### config.mk
export PLATFORM = sky130hd
export DESIGN_NAME = ipsl_top
export DESIGN_NICKNAME = d
export VERILOG_FILES = /design/src/rtl/ipsl_pkg.sv /design/src/rtl/ipsl_arbiter.sv /design/src/rtl/ipsl_top.sv
export VERILOG_INCLUDE_DIRS = /design/src /design/src/rtl
export SDC_FILE = /design/constraint.sdc
export NUM_CORES = 1
export LEC_CHECK = 0
export BUFFER_PORTS_ARGS = -buffer_cell sky130_fd_sc_hd__buf_2
export CORE_ASPECT_RATIO = 2
export CORE_MARGIN = 5
export CORE_UTILIZATION = 45
export DETAILED_ROUTE_END_ITERATION = 7
export HOLD_SLACK_MARGIN = 0.02
export SYNTH_ARGS = -nofsm -noshare
export SYNTH_HDL_FRONTEND = slang
export SYNTH_SLANG_ARGS = --single-unit
### constraint.sdc
create_clock -name ref_clk_i -period 15.55 [get_ports ref_clk_i]
set_input_delay 1.555 -clock ref_clk_i [delete_from_list [all_inputs] [get_ports ref_clk_i]]
set_output_delay 1.555 -clock ref_clk_i [all_outputs]
set_load 0.005 [all_outputs]
### src/rtl/ipsl_map.svh
// register offsets, field positions, reset values and levels of the priority logic
`ifndef IPSL_MAP_SVH
`define IPSL_MAP_SVH

// byte offsets on the register port
`define IPSL_ADDR_FLAG          8'h00
`define IPSL_ADDR_ENABLE        8'h04
`define IPSL_ADDR_PRIO_LO       8'h08
`define IPSL_ADDR_PRIO_HI       8'h0C
`define IPSL_ADDR_SER_ERR_PRIO  8'h10
`define IPSL_ADDR_ICON1         8'h14
`define IPSL_ADDR_STATUS_LOW    8'h18
`define IPSL_ADDR_DISABLE_CNT   8'h1C
`define IPSL_ADDR_LEVEL_VEC     8'h20

// field positions
`define IPSL_SER_ERR_PRIO_LSB   4
`define IPSL_NEST_DIS_BIT       15
`define IPSL_CPU_LEVEL_LSB      8
`define IPSL_PENDING_VECTOR_NUMBER_LSB         0
`define IPSL_SRL_LEVEL_LSB      5

// reset values and levels
`define IPSL_PRIO_RESET         3'h4
`define IPSL_LEVEL_RESET        4'h0
`define IPSL_NEST_LEVEL         4'h7
`define IPSL_TIMED_DISABLE_INSTR_MAX_BLOCKED   3'h6
`define IPSL_TRAP_LEVEL_BASE    4'hC
`define IPSL_USER_VEC_BASE      8'h08
`define IPSL_TRAP_VEC_BASE      8'h01
`define IPSL_TIMED_DISABLE_INSTR_RESET         14'h0000

`endif

### src/rtl/ipsl_pkg.sv
// types and sizes shared by the interrupt priority and status logic
package ipsl_pkg;
    localparam int IPSL_N_USER      = 8;
    localparam int IPSL_N_TRAP      = 4;
    localparam int IPSL_STACK_DEPTH = 8;

    typedef logic [2:0]  ipsl_prio_t;
    typedef logic [3:0]  ipsl_level_t;
    typedef logic [7:0]  ipsl_vector_t;
    typedef logic [15:0] ipsl_word_t;
    typedef logic [13:0] ipsl_timed_disable_instr_t;

    typedef enum logic {
        IPSL_SRC_USER,
        IPSL_SRC_TRAP
    } ipsl_src_t;
endpackage : ipsl_pkg

### src/rtl/ipsl_arbiter.sv
// combinational selection of the highest pending request above the cpu level
`timescale 1ns/10ps
`include "ipsl_map.svh"
module ipsl_arbiter import ipsl_pkg::*; (
    input  wire logic [IPSL_N_USER*3-1:0] user_prio_i,
    input  wire logic [IPSL_N_USER-1:0]   user_req_i,
    input  wire logic [IPSL_N_TRAP-1:0]   trap_req_i,
    input  wire ipsl_level_t              cpu_level_i,
    input  wire logic                     timed_block_i,
    output logic                          found_o,
    output ipsl_level_t                   level_o,
    output ipsl_vector_t                  vector_o,
    output ipsl_src_t                     src_o,
    output logic [6:0]                    user_pending_vector_number_o
);
    ipsl_prio_t  prio;
    ipsl_level_t trap_level;

    always_comb begin
        found_o       = 1'b0;
        level_o       = cpu_level_i;
        vector_o      = 8'h00;
        src_o         = IPSL_SRC_USER;
        user_pending_vector_number_o = 7'h00;
        prio          = 3'h0;
        trap_level    = 4'h0;
        // strict compare keeps the lowest index on equal priority
        for (int i = 0; i < IPSL_N_USER; i++) begin
            prio = user_prio_i[i*3 +: 3];
            if (user_req_i[i] && (prio != 3'h0)
                && !(timed_block_i && (prio <= `IPSL_TIMED_DISABLE_INSTR_MAX_BLOCKED))
                && ({1'b0, prio} > level_o)) begin
                found_o       = 1'b1;
                level_o       = {1'b0, prio};
                vector_o      = `IPSL_USER_VEC_BASE + 8'(i);
                src_o         = IPSL_SRC_USER;
                user_pending_vector_number_o = 7'(i);
            end
        end
        // traps sit above every user level and ignore all disables
        for (int k = 0; k < IPSL_N_TRAP; k++) begin
            trap_level = `IPSL_TRAP_LEVEL_BASE + 4'(k);
            if (trap_req_i[k] && (trap_level > level_o)) begin
                found_o  = 1'b1;
                level_o  = trap_level;
                vector_o = `IPSL_TRAP_VEC_BASE + 8'(k);
                src_o    = IPSL_SRC_TRAP;
                user_pending_vector_number_o = 7'h00;
            end
        end
    end
endmodule : ipsl_arbiter

### src/rtl/ipsl_top.sv
// interrupt priority, enable, flag and cpu level logic with its register port
//
// The register offsets and the strobed register port were decided locally.
`timescale 1ns/10ps
`include "ipsl_map.svh"
module ipsl_top import ipsl_pkg::*; (
    input  wire logic                   ref_clk_i,
    input  wire logic                   reset_i,
    // register port
    input  wire logic [7:0]             addr_i,
    input  wire logic [15:0]            wdata_i,
    input  wire logic                   wr_i,
    input  wire logic                   rd_i,
    // zero except in the cycle after a read strobe
    output logic [15:0]                 rdata_o,
    // peripheral and trap events, one-cycle pulses on this clock
    input  wire logic [IPSL_N_USER-1:0] src_event_i,
    input  wire logic [IPSL_N_TRAP-1:0] trap_event_i,
    // processor core side
    input  wire logic                   irq_ack_i,
    input  wire logic                   int_return_i,
    input  wire logic                   timed_disable_i,
    // cycles to block levels 1 to 6
    input  wire logic [13:0]            timed_disable_cnt_i,
    // request, vector and level change together
    output logic                        irq_req_o,
    output logic [7:0]                  irq_vector_o,
    output logic [3:0]                  irq_level_o,
    output logic [3:0]                  cpu_priority_level_o,
    output logic                        timed_block_o
);

    ////////////////////////////////////////////////////////////////////////////
    // helpers

    // four 3-bit priorities packed into nibbles, top bit of each nibble zero
    function automatic ipsl_word_t pack_prio(input logic [11:0] p);
        ipsl_word_t w;
        w = 16'h0000;
        for (int j = 0; j < 4; j++) begin
            w[j*4 +: 3] = p[j*3 +: 3];
        end
        return w;
    endfunction : pack_prio

    // inverse of pack_prio for a register write
    function automatic logic [11:0] unpack_prio(input ipsl_word_t w);
        logic [11:0] p;
        p = 12'h000;
        for (int j = 0; j < 4; j++) begin
            p[j*3 +: 3] = w[j*4 +: 3];
        end
        return p;
    endfunction : unpack_prio

    // exact compare, so no offset aliases another
    function automatic logic hit(input logic [7:0] a, input logic [7:0] off);
        return a == off;
    endfunction : hit

    ////////////////////////////////////////////////////////////////////////////
    // declarations

    // software visible state
    logic [IPSL_N_USER-1:0]   flag_r;
    logic [IPSL_N_USER-1:0]   flag_nxt;
    logic [IPSL_N_USER-1:0]   enable_r;
    logic [IPSL_N_USER-1:0]   enable_nxt;
    // three bits per source, source 7 on top
    logic [IPSL_N_USER*3-1:0] prio_r;
    logic [IPSL_N_USER*3-1:0] prio_nxt;
    logic                     nest_dis_r;
    logic                     nest_dis_nxt;
    logic [IPSL_N_TRAP-1:0]   trap_flag_r;
    logic [IPSL_N_TRAP-1:0]   trap_flag_nxt;

    // cpu level and the levels saved by nesting
    ipsl_level_t              cpu_level_r;
    ipsl_level_t              cpu_level_nxt;
    ipsl_level_t              level_stack_r   [IPSL_STACK_DEPTH];
    ipsl_level_t              level_stack_nxt [IPSL_STACK_DEPTH];
    logic [3:0]               stack_ptr_r;
    logic [3:0]               stack_ptr_nxt;
    // cycles left in a timed disable
    ipsl_timed_disable_instr_t               timed_disable_instr_cnt_r;
    ipsl_timed_disable_instr_t               timed_disable_instr_cnt_nxt;

    // output registers
    logic                     irq_req_r;
    logic                     irq_req_nxt;
    ipsl_vector_t             irq_vector_r;
    ipsl_vector_t             irq_vector_nxt;
    ipsl_level_t              irq_level_r;
    ipsl_level_t              irq_level_nxt;
    ipsl_src_t                irq_src_r;
    ipsl_src_t                irq_src_nxt;
    ipsl_word_t               rdata_r;
    ipsl_word_t               rdata_nxt;
    logic                     timed_block_r;
    logic                     timed_block_nxt;

    // arbiter results, same cycle
    logic                     arb_found;
    ipsl_level_t              arb_level;
    ipsl_vector_t             arb_vector;
    ipsl_src_t                arb_src;
    logic [6:0]               arb_pending_vector_number;
    logic                     taken;

    ////////////////////////////////////////////////////////////////////////////
    // register bank: flags, enables, priorities, control one

    always_comb begin
        flag_nxt      = flag_r;
        enable_nxt    = enable_r;
        prio_nxt      = prio_r;
        nest_dis_nxt  = nest_dis_r;
        trap_flag_nxt = trap_flag_r;

        // a write replaces the addressed register as a whole
        if (wr_i) begin
            // a flag write stores the value; an event beside it still wins
            if (hit(addr_i, `IPSL_ADDR_FLAG)) begin
                flag_nxt = wdata_i[IPSL_N_USER-1:0];
            end
            // enables gate requests, flags keep latching events
            if (hit(addr_i, `IPSL_ADDR_ENABLE)) begin
                enable_nxt = wdata_i[IPSL_N_USER-1:0];
            end

            // 3-bit fields; the top bit of each nibble is dropped
            if (hit(addr_i, `IPSL_ADDR_PRIO_LO)) begin
                prio_nxt[11:0] = unpack_prio(wdata_i);
            end
            if (hit(addr_i, `IPSL_ADDR_PRIO_HI)) begin
                prio_nxt[20:12] = 9'(unpack_prio(wdata_i));
            end

            // serial error source is source 7, alone in its register
            if (hit(addr_i, `IPSL_ADDR_SER_ERR_PRIO)) begin
                prio_nxt[23:21] = wdata_i[`IPSL_SER_ERR_PRIO_LSB +: 3];
            end

            // software clears trap flags here before returning
            if (hit(addr_i, `IPSL_ADDR_ICON1)) begin
                nest_dis_nxt  = wdata_i[`IPSL_NEST_DIS_BIT];
                trap_flag_nxt = wdata_i[IPSL_N_TRAP-1:0];
            end
        end

        // an event in the cycle of a clearing write still sets its flag
        flag_nxt      = flag_nxt | src_event_i;
        trap_flag_nxt = trap_flag_nxt | trap_event_i;
    end

    always_ff @(posedge ref_clk_i or posedge reset_i) begin
        if (reset_i) begin
            flag_r      <= '0;
            enable_r    <= '0;
            prio_r      <= {IPSL_N_USER{`IPSL_PRIO_RESET}};
            nest_dis_r  <= 1'b0;
            trap_flag_r <= '0;
        end else begin
            flag_r      <= flag_nxt;
            enable_r    <= enable_nxt;
            prio_r      <= prio_nxt;
            nest_dis_r  <= nest_dis_nxt;
            trap_flag_r <= trap_flag_nxt;
        end
    end

    ////////////////////////////////////////////////////////////////////////////
    // selection of the winning request

    // users need flag and enable; traps go in unmasked
    ipsl_arbiter u_arbiter (
        .user_prio_i   (prio_r),
        .user_req_i    (flag_r & enable_r),
        .trap_req_i    (trap_flag_r),
        .cpu_level_i   (cpu_level_r),
        .timed_block_i (timed_disable_instr_cnt_r != `IPSL_TIMED_DISABLE_INSTR_RESET),
        .found_o       (arb_found),
        .level_o       (arb_level),
        .vector_o      (arb_vector),
        .src_o         (arb_src),
        .user_pending_vector_number_o (arb_pending_vector_number)
    );

    // an accept only counts while a request stands
    assign taken = irq_ack_i && irq_req_r;

    ////////////////////////////////////////////////////////////////////////////
    // cpu level, saved level stack and timed disable count

    always_comb begin
        cpu_level_nxt   = cpu_level_r;
        level_stack_nxt = level_stack_r;
        stack_ptr_nxt   = stack_ptr_r;
        timed_disable_instr_cnt_nxt    = timed_disable_instr_cnt_r;

        // software may raise or lower the level through the status low byte
        if (wr_i && hit(addr_i, `IPSL_ADDR_STATUS_LOW)) begin
            cpu_level_nxt = {cpu_level_r[3], wdata_i[`IPSL_SRL_LEVEL_LSB +: 3]};
        end

        // a return pops first so a same-cycle entry nests on the restored level
        if (int_return_i && (stack_ptr_r != 4'h0)) begin
            stack_ptr_nxt = stack_ptr_r - 4'h1;
            cpu_level_nxt = level_stack_r[3'(stack_ptr_nxt)];
        end

        // an accept saves the level it interrupts, then enters the new one
        if (taken) begin
            // a full stack drops the save, so that level cannot be restored
            if (stack_ptr_nxt != 4'(IPSL_STACK_DEPTH)) begin
                level_stack_nxt[3'(stack_ptr_nxt)] = cpu_level_nxt;
                stack_ptr_nxt = stack_ptr_nxt + 4'h1;
            end
            // nesting off: a user handler runs at 7, no user source cuts in
            if (nest_dis_r && (irq_src_r == IPSL_SRC_USER)) begin
                cpu_level_nxt = `IPSL_NEST_LEVEL;
            end else begin
                cpu_level_nxt = irq_level_r;
            end
        end

        // the count runs down one per cycle; a new start reloads it
        if (timed_disable_instr_cnt_r != `IPSL_TIMED_DISABLE_INSTR_RESET) begin
            timed_disable_instr_cnt_nxt = timed_disable_instr_cnt_r - 14'h0001;
        end

        if (timed_disable_i) begin
            timed_disable_instr_cnt_nxt = timed_disable_cnt_i;
        end

        // a register write wins over a same-cycle instruction load
        if (wr_i && hit(addr_i, `IPSL_ADDR_DISABLE_CNT)) begin
            timed_disable_instr_cnt_nxt = wdata_i[13:0];
        end
    end

    always_ff @(posedge ref_clk_i or posedge reset_i) begin
        if (reset_i) begin
            cpu_level_r <= `IPSL_LEVEL_RESET;
            stack_ptr_r <= 4'h0;
            timed_disable_instr_cnt_r  <= `IPSL_TIMED_DISABLE_INSTR_RESET;
            // saved levels start at the reset level
            for (int s = 0; s < IPSL_STACK_DEPTH; s++) begin
                level_stack_r[s] <= `IPSL_LEVEL_RESET;
            end
        end else begin
            cpu_level_r   <= cpu_level_nxt;
            stack_ptr_r   <= stack_ptr_nxt;
            timed_disable_instr_cnt_r    <= timed_disable_instr_cnt_nxt;
            level_stack_r <= level_stack_nxt;
        end
    end

    ////////////////////////////////////////////////////////////////////////////
    // request to the core and read data

    always_comb begin
        // request is held low for the cycle after an accept, while the new
        // cpu level settles into the comparison
        irq_req_nxt     = arb_found && !taken;
        irq_vector_nxt  = arb_vector;
        irq_level_nxt   = arb_level;
        irq_src_nxt     = arb_src;
        // block flag follows the count as it stands after this edge
        timed_block_nxt = timed_disable_instr_cnt_nxt != `IPSL_TIMED_DISABLE_INSTR_RESET;

        // unused bits and unmapped offsets read as zero
        rdata_nxt       = 16'h0000;

        // only a read strobe puts data on the port
        if (rd_i) begin
            unique case (addr_i)
                `IPSL_ADDR_FLAG:         rdata_nxt[IPSL_N_USER-1:0] = flag_r;
                `IPSL_ADDR_ENABLE:       rdata_nxt[IPSL_N_USER-1:0] = enable_r;
                `IPSL_ADDR_PRIO_LO:      rdata_nxt = pack_prio(prio_r[11:0]);
                `IPSL_ADDR_PRIO_HI:      rdata_nxt = pack_prio({3'h0, prio_r[20:12]});
                `IPSL_ADDR_SER_ERR_PRIO: begin
                    rdata_nxt[`IPSL_SER_ERR_PRIO_LSB +: 3] = prio_r[23:21];
                end
                `IPSL_ADDR_ICON1: begin
                    rdata_nxt[`IPSL_NEST_DIS_BIT]  = nest_dis_r;
                    rdata_nxt[IPSL_N_TRAP-1:0]     = trap_flag_r;
                end
                // only the low three level bits show here
                `IPSL_ADDR_STATUS_LOW: begin
                    rdata_nxt[`IPSL_SRL_LEVEL_LSB +: 3] = cpu_level_r[2:0];
                end
                `IPSL_ADDR_DISABLE_CNT:  rdata_nxt[13:0] = timed_disable_instr_cnt_r;
                // read-only; a write to this offset is ignored
                `IPSL_ADDR_LEVEL_VEC: begin
                    rdata_nxt[`IPSL_CPU_LEVEL_LSB +: 4] = cpu_level_r;
                    rdata_nxt[`IPSL_PENDING_VECTOR_NUMBER_LSB +: 7]    = arb_pending_vector_number;
                end
                default:                 rdata_nxt = 16'h0000;
            endcase
        end
    end

    always_ff @(posedge ref_clk_i or posedge reset_i) begin
        if (reset_i) begin
            irq_req_r     <= 1'b0;
            irq_vector_r  <= 8'h00;
            irq_level_r   <= `IPSL_LEVEL_RESET;
            irq_src_r     <= IPSL_SRC_USER;
            timed_block_r <= 1'b0;
            rdata_r       <= 16'h0000;
        end else begin
            irq_req_r     <= irq_req_nxt;
            irq_vector_r  <= irq_vector_nxt;
            irq_level_r   <= irq_level_nxt;
            irq_src_r     <= irq_src_nxt;
            timed_block_r <= timed_block_nxt;
            rdata_r       <= rdata_nxt;
        end
    end

    ////////////////////////////////////////////////////////////////////////////
    // outputs

    // every output comes straight from its register
    assign rdata_o              = rdata_r;
    assign irq_req_o            = irq_req_r;
    assign irq_vector_o         = irq_vector_r;
    assign irq_level_o          = irq_level_r;
    assign cpu_priority_level_o = cpu_level_r;
    assign timed_block_o        = timed_block_r;

endmodule : ipsl_top

==> results of run 1 <==
cells in the final DEF (no fill, tap or decap), drive strengths merged, types with 15 or more instances in the layout:
cell and n:
clkbuf 22, nand3 16, dfrtp 118, o21ai 36, nor2 56, ha 29, a21oi 38, nand2 92
nor2b 15, inv 33, mux2i 15, mux2 71, buf 89
through the flow:
stage               hold WS [ns]  util, %  instances  setup WS, ns  cell area, um2
floorplan                  0.474        -        771          3.48            7600
global placement           0.483     49.0       1034          2.96            8170
detailed placement         0.488     49.0       1034          2.43            8170
CTS                        0.501     53.1       1066          2.37            8860
global route               0.516     53.1       1066          1.47            8860
finish                     0.502     53.1       1066          2.27            8860
report_power, final:
part | internal, mW | switching [mW] | leakage (nW)
clock | 0.317 | 0.149 | 0.336
sequential | 0.394 | 0.0616 | 1.53
combinational | 0.192 | 0.232 | 2.10
logic make-up (layout without fill, tap and decap cells):
logic type	count (synthesis)	in the layout	synth area share, %
AOI/OAI and AO/OA	172	172	16.0
xor gates and xnor gates	16	16	1.85
adders and majority gates	29	29	4.78
buffers and inverters	66	154	3.61
DFF	126	126	41.7
muxes	94	94	14.9
other	1	4	0.0494
and+or+nand+nor	264	264	17.2
final timing paths:
check                                          end  slack [ns]                    startpoint  cells past startpoint
max                                 irq_level_o[2]        2.27  timed_disable_instr_cnt_r[5]                     50
min                              level_stack_r[26]        0.50             level_stack_r[26]                      1
max reg2reg                         irq_level_o[2]        2.27  timed_disable_instr_cnt_r[5]                     50
min reg2reg                      level_stack_r[26]        0.50             level_stack_r[26]                      1
max in group asynchronous  cpu_priority_level_o[3]       12.90                       reset_i                      3
min in group asynchronous        level_stack_r[16]        1.18                       reset_i                      2
per-layer routing:
metal,GRT usage [%],vias to the layer above,routed length (um)
met5,0,-,0
met4,16.1,0,1720
met3,4.61,99,1110
met2,47.9,258,13900
met1,24.6,3193,7900
li1,-,2957,-
worst reg2reg max path: cells and delay by family, from the launching register on:
kind / cells / cell delay [ns]
AND/OR/NAND/NOR: 14 / 4.22
multiplexers: 2 / 0.78
adder cells (fa/ha/maj): 7 / 1.97
AO/OA/AOI/OAI: 25 / 5.62
buffers and inverters: 2 / 0.13
flip-flops: 1 / 0.45
state kept, by name (all words and copies together) (netlist names):
signal / cells
trap_flag_r: 4
cpu_priority_level_o: 4
flag_r: 8
rdata_o: 16
prio_r: 24
enable_r: 8
irq_vector_o: 4
irq_src_r: 1
nest_dis_r: 1
level_stack_r: 32
irq_req_o: 1
timed_block_o: 1
stack_ptr_r: 4
irq_level_o: 4
timed_disable_instr_cnt_r: 14
cell type report:
class	instances	area, um2
clock buffers	22	484
clock inverters	10	206
fillers	1530	7820
inverters	33	126
multi-input cells	579	4170
flip-flops and latches	126	3160
well taps	207	259
repair buffers	89	453
==> flow_results.org, run 1 <==
** Status
- Result of the run :: completed

** Routing
- Mean routed wirelength per cell :: 23.1 um
- Number of iterations in the first detailed-routing pass :: 5
- Antenna Violating Nets Remaining :: 0
- Initial drt markers :: 343
- Detailed routing inserted a total of 6507 vias.
- Dividing the detail-routed via count by the number of cells gives 6.10.
- The routed design has 24700 um of wire.
- Post-detailed-route DRC marker count :: 0

** Flow run
- The tool flagged a number of max-cap violations equal to 0.

** Floorplanning
- The die covers 0.0197 mm2.
- Starting Density :: 45.5%
- The die is 102 um wide.
- The die is 194 um tall.
- Core area :: 0.0167 mm2
- # IOs :: 91
- The floorplan has 67 rows.

** STA
- The count of final hold-check violations came to 0.
- The max-slew violation count came to 0.
- Adding up every negative setup slack in the final design gives 0 ns.
- Tightest slew margin relative to the limit :: 19.6%
- The worst path needs 13.28 ns of the cycle, external delays included.
- Final clock skew :: 0.00766 ns
- For the pin with the worst max-slew slack, the measured transition is 1.20 ns.
- Static timing analysis puts the maximum clock frequency at 0.0753 GHz.
- The final critical path takes up 85.4% of the cycle.
- Setup violations remaining at the end of the flow were counted as 0.
- Setup repair after global routing left no endpoint under its margin.

** Synth
- A synthesized cell averages 9.89 um2.
- sky130_fd_sc_hd__dfrtp_1 is the most common cell in the netlist.
- By area the synthesized netlist is led by sky130_fd_sc_hd__dfrtp_1, sky130_fd_sc_hd__mux2_2, sky130_fd_sc_hd__ha_1.
- The synthesized design contains 0 enable-type register cells.
- Post-synthesis cell count :: 768
- Total of warnings raised by yosys :: 0
- Most common library cells after synthesis :: sky130_fd_sc_hd__dfrtp_1, sky130_fd_sc_hd__nand2_1, sky130_fd_sc_hd__mux2_2
- The netlist uses 76 different library cells.
- Cell accounting for the most synthesized area :: sky130_fd_sc_hd__dfrtp_1
- Area share of the largest cell type after synthesis :: 38.9%
- For this run, asynchronously set or reset flops after synthesis account for 100%.
- Sequential element share of the synthesized area :: 41.7%
- Summing every instance area after synthesis gives 0.00759 mm2.
- Among all flip-flop cells after synthesis, the most frequent one is sky130_fd_sc_hd__dfrtp_1.
- Number of synthesized register bits :: 126

** Power
- For this design the ratio of total power to cell area is 152 mW/mm2.
- Total chip power :: 1.35 mW
- VDD sags by at most 0.169 mV.
- LEAKAGE :: 3.96 nW

** Critical path
- Endpoint kind of the worst setup timing path :: flop
- Data on the critical path arrives at its endpoint at 13.58 ns.
- CP Max Fanout :: 9
- Counting both buffers and inverters, the worst setup path holds a total of 2.
- Crit path largest cell delay :: 0.68 ns
- Crit start category :: flop
- STA puts the critical path data required time at 15.84 ns.
- Delay-heaviest family, CP :: compound AO/OA/AOI/OAI gates
- Critical-path top delay cell :: sky130_fd_sc_hd__or4_1
- In this design, the critical path's most frequently occurring cell is sky130_fd_sc_hd__ha_1.
- Type of the setup path with the least slack :: flop to flop

** CTS
- Register clock-pin slew on the reported worst setup and hold paths :: 0.06 ns
- Once the clock tree was built, the setup fixing pass inserted 0 buffers.
- In this run, post-CTS repair resized a total of 0 instances.
- Maximum buffer depth of the clock tree :: 2
- Skew-Pair Late Insertion Delay :: 0.42 ns
- Max H-tree Level :: 4
- Library cell used as clock root buffer :: sky130_fd_sc_hd__clkbuf_16
- Sink Count :: 126
- Clock tree from TritonCTS :: built
- Total clock buffers created by CTS :: 17
- For this design, the CTS-stage hold fixing added 0 buffers.

** GRT
- Maximum number of pins on one net before global-route repair :: 85
- The via count of the first global-routing pass was 6922.
- In the global route stage, overall resource usage came out at 25.6%.
- Wire length of the first global-routing pass :: 37900 um
- Global routing finished with a remaining overflow of 0.
- The number of antenna violations at the first check in global routing is 0.

** Finish
- Area growth, synth to finish :: 16.8%
- For this run, the post-layout net count is 932.
- The post-route netlist has 26.2% of its cells at a drive strength greater than 1.
- Count of antenna diodes in the layout :: 0

** Min path
- The path class of the tightest hold or removal check is flop to flop.

** Placement
- The HPWL after detailed placement is 19000 um.
- Placer's final routability congestion estimate :: 0.905
- Total of buffers placed on input and output ports :: 86
No activity file was read; power rests on OpenSTA's default activity.
==> run 2, diff against run 1 <==
--- a/config.mk
+++ b/config.mk
@@ -9,9 +9,10 @@
 export BUFFER_PORTS_ARGS = -buffer_cell sky130_fd_sc_hd__buf_2
 export CORE_ASPECT_RATIO = 2
 export CORE_MARGIN = 5
-export CORE_UTILIZATION = 45
+export CORE_UTILIZATION = 59
 export DETAILED_ROUTE_END_ITERATION = 7
 export HOLD_SLACK_MARGIN = 0.02
+export PLACE_DENSITY = 0.81
 export SYNTH_ARGS = -nofsm -noshare
 export SYNTH_HDL_FRONTEND = slang
 export SYNTH_SLANG_ARGS = --single-unit
==> run 2 against run 1 <==
  * Sequential share of layout area increased by 0.46 points
  * Largest power group is now sequential cells
  * Design area decreased by 1.3%
  * Routed wire length increased by 0.76%
  * Count of clock-buffer cells in the layout decreased by 5
  * Die area decreased by 22%
  * Clock power decreased by 5.4%
  * Register-to-register slack got worse by 0.22 ns
  * First-iteration DRC count increased by 96%
==> flow_results.org, run 2 (same netlist as run 1, synthesis figures left out) <==
** Finish
- Area growth, synth to finish :: 15.3%
- The number of non-filler instances in the completed layout is 1009 (-5.3%).
- Area of all sequential standard cells :: 0.00316 mm2 (unchanged)
- The filler cell count was 932 (-39%).
- Count of antenna diodes in the layout :: 0 (unchanged)
- Final standard cell area without fillers :: 0.00875 mm2 (-1.3%)
- The library cell used most frequently in the layout, excluding fill and tap cells, is sky130_fd_sc_hd__dfrtp_1.
- Fraction of layout cells with a size suffix above 1 :: 26.3% (+0.12 points)
- Register bank with the most flops :: level_stack_r
- The final standard cell utilization of the core is 69.3% (+16 points).
- The layout net count is 932 (unchanged).
- Multi-input logic area :: 0.00417 mm2 (unchanged)
- The flip-flop count of the largest register after layout was 32 (unchanged).
- Most used cells in the layout excluding fill and tap cells :: sky130_fd_sc_hd__dfrtp_1, sky130_fd_sc_hd__nand2_1, sky130_fd_sc_hd__buf_2

** STA
- The clock tree skew after final layout is 0.00795 ns (+0.000284 ns).
- The worst slew margin relative to its limit was 22.4% (+2.8 points).
- Pins over their slew limit :: 0 (unchanged)
- The final-layout worst hold slack is 0.507 ns (+0.00532 ns).
- The final period utilization is 86.8% (+1.4 points).
- The number of endpoints failing setup at the final stage was 0 (unchanged).
- Min cycle time layout :: 13.50 ns (+0.216 ns)
- The post-route setup TNS was 0 ns (unchanged).
- Worst Tran Pin Value :: 1.16 ns (-0.0415 ns)
- RSZ-0062 raised after global routing :: false
- Highest clock frequency the design can meet :: 0.0741 GHz (-1.6%)
- Final Hold Fails :: 0 (unchanged)
- Minimum setup slack in the final design :: 2.05 ns (-0.217 ns)

** GRT
- Initial antenna violation count :: 0 (unchanged)
- Wire length of the first global-routing pass :: 38600 um (+1.8%)
- GR Util All Layers :: 32.6% (+7.0 points)
- The via count of the first global-routing pass was 7275 (+5.1%).
- The residual overflow from global routing came to 0 (unchanged).
- The pin count of the biggest net entering global routing came to 85 (unchanged).

** Floorplanning
- The top-level I/O count was 91 (unchanged).
- The die extent in x came to 90.2 um (-11%).
- The initial core utilization came to 60.1% (+15 points).
- The core area came to 0.0126 mm2 (-24%).
- The standard-cell row count was 58 (-13%).
- The die outline area came to 0.0154 mm2 (-22%).
- The y dimension of the die is 170 um (-12%).

** Critical path
- In this design, the critical path's most frequently occurring cell is sky130_fd_sc_hd__ha_1.
- Type of the setup path with the least slack :: flop to flop
- In this run the critical register-to-register path is launched from timed_disable_instr_cnt_r[5].
- CP Max Fanout :: 9 (unchanged)
- In this run the worst setup path begins at timed_disable_instr_cnt_r[5].
- The worst endpoint data arrival time came to 13.79 ns (+0.21 ns).
- The peak per-stage delay on the critical path is 0.68 ns (about the same).
- WP data required :: 15.84 ns (about the same)
- For this design, the slowest cell found on the critical path is sky130_fd_sc_hd__or4_1.
- Endpoint kind of the worst setup timing path :: flop
- STA classifies the critical path startpoint as a flop.
- The number of cells on the worst reg-to-reg path is 51 (+2.0%).

** Min path
- The worst hold path belongs to the class flop to flop.
- The count of cells along the worst hold path was 1 (unchanged).
- In this run the most critical hold path is launched from level_stack_r[7].

** CTS
- TritonCTS built the clock tree.
- The post-CTS clock slew at the launch and capture registers of the worst setup and hold paths came to 0.06 ns (about the same).
- Number of setup buffers added after CTS :: 0 (unchanged)
- The insertion delay to the later sink of the worst-skew pair came to 0.43 ns (about the same).
- CTS placed an instance of sky130_fd_sc_hd__clkbuf_16 at the clock tree root.
- The number of levels the H-tree was split into is 4 (unchanged).
- The buffer levels on the longest clock path is 2 (unchanged).
- The number of CTS-inserted buffers came to 17 (unchanged).
- The post-cts sizing count was 0 (unchanged).
- Hold_buf cts :: 0 (unchanged)
- The clock sink count was 126 (unchanged).

** Placement
- The post-placement worst setup slack is 2.25 ns (-0.178 ns).
- Post-DP HPWL :: 18300 um (-3.7%)
- Number of cells after detailed placement :: 977 (-5.5%)
- The number of port buffers was 86 (unchanged).
- Placed instance area :: 0.00810 mm2 (-0.87%)
- Placer's final routability congestion estimate :: 0.966 (+6.8%)

** Routing
- Number of iterations in the first detailed-routing pass :: 7 (+2)
- The total wire length came to 24800 um (+0.76%).
- The average via count per standard cell is 6.74 (+10%).
- The wire length per cell came to 24.6 um (+6.5%).
- Initial drt markers :: 671 (+96%)
- The remaining routing DRC violations came to 0 (unchanged).
- The vias after detailed routing was 6805 (+4.6%).
- Antenna Violating Nets Remaining :: 0 (unchanged)

** Power
- The total chip power was 1.33 mW (-1.4%).
- Total power divided by cell area :: 152 mW/mm2 (about the same)
- The static leakage is 3.94 nW (-0.53%).
- The largest vdd supply drop was 0.154 mV (-8.6%).

** Flow run
- The max capacitance violation total is 0 (unchanged).

** Status
- Result of the run :: completed
## run 2: cell types whose count changed in the layout (fill, tap and decap cells not counted), moves of 2 or more
cell | before | now
sky130_fd_sc_hd__inv_6 | 0 | 5
sky130_fd_sc_hd__inv_8 | 0 | 3
sky130_fd_sc_hd__clkinv_2 | 2 | 0
sky130_fd_sc_hd__bufinv_16 | 6 | 4
sky130_fd_sc_hd__clkbuf_8 | 4 | 0
## run 2: path summary, 6_finish.rpt
| kind | endpoint | slack [ns] |
|---|---|---|
| max | irq_level_o[2] | 2.05 |
| min | level_stack_r[7] | 0.51 |
| max reg2reg | irq_level_o[2] | 2.05 |
| min reg2reg | level_stack_r[7] | 0.51 |
| max in group asynchronous | rdata_o[1] | 12.93 |
| min in group asynchronous | flag_r[3] | 1.16 |
## run 2: cell type report
class	instances	share of cell area, %
clock buffer	17	4.86
multi-input combinational	579	47.7
timing repair buffer	89	5.18
tap	150	2.14
sequential	126	36.1
clock inverter	15	2.55
inverter	33	1.44
## run 2: where the power goes
group / internal (mW) / leakage, nW / switching [mW]
clock: 0.274 / 0.315 / 0.167
sequential: 0.394 / 1.53 / 0.0642
combinational: 0.193 / 2.10 / 0.236
total: 0.861 / 3.94 / 0.467
## run 2: per-layer routing
metal	global-route usage, %	part of all wire (%)
met1	31.1	31
met2	59.0	54
met3	6.19	6.2
met4	27.9	8.7
met5	0	0
## run 2: critical path: cells and delay by family, from the launching register on
family	cells	cell delay, ns
flops	1	0.44
fa+ha+maj	7	2.04
compound gates	23	5.47
simple gates	17	4.49
mux	2	0.78
buf+inv	2	0.12
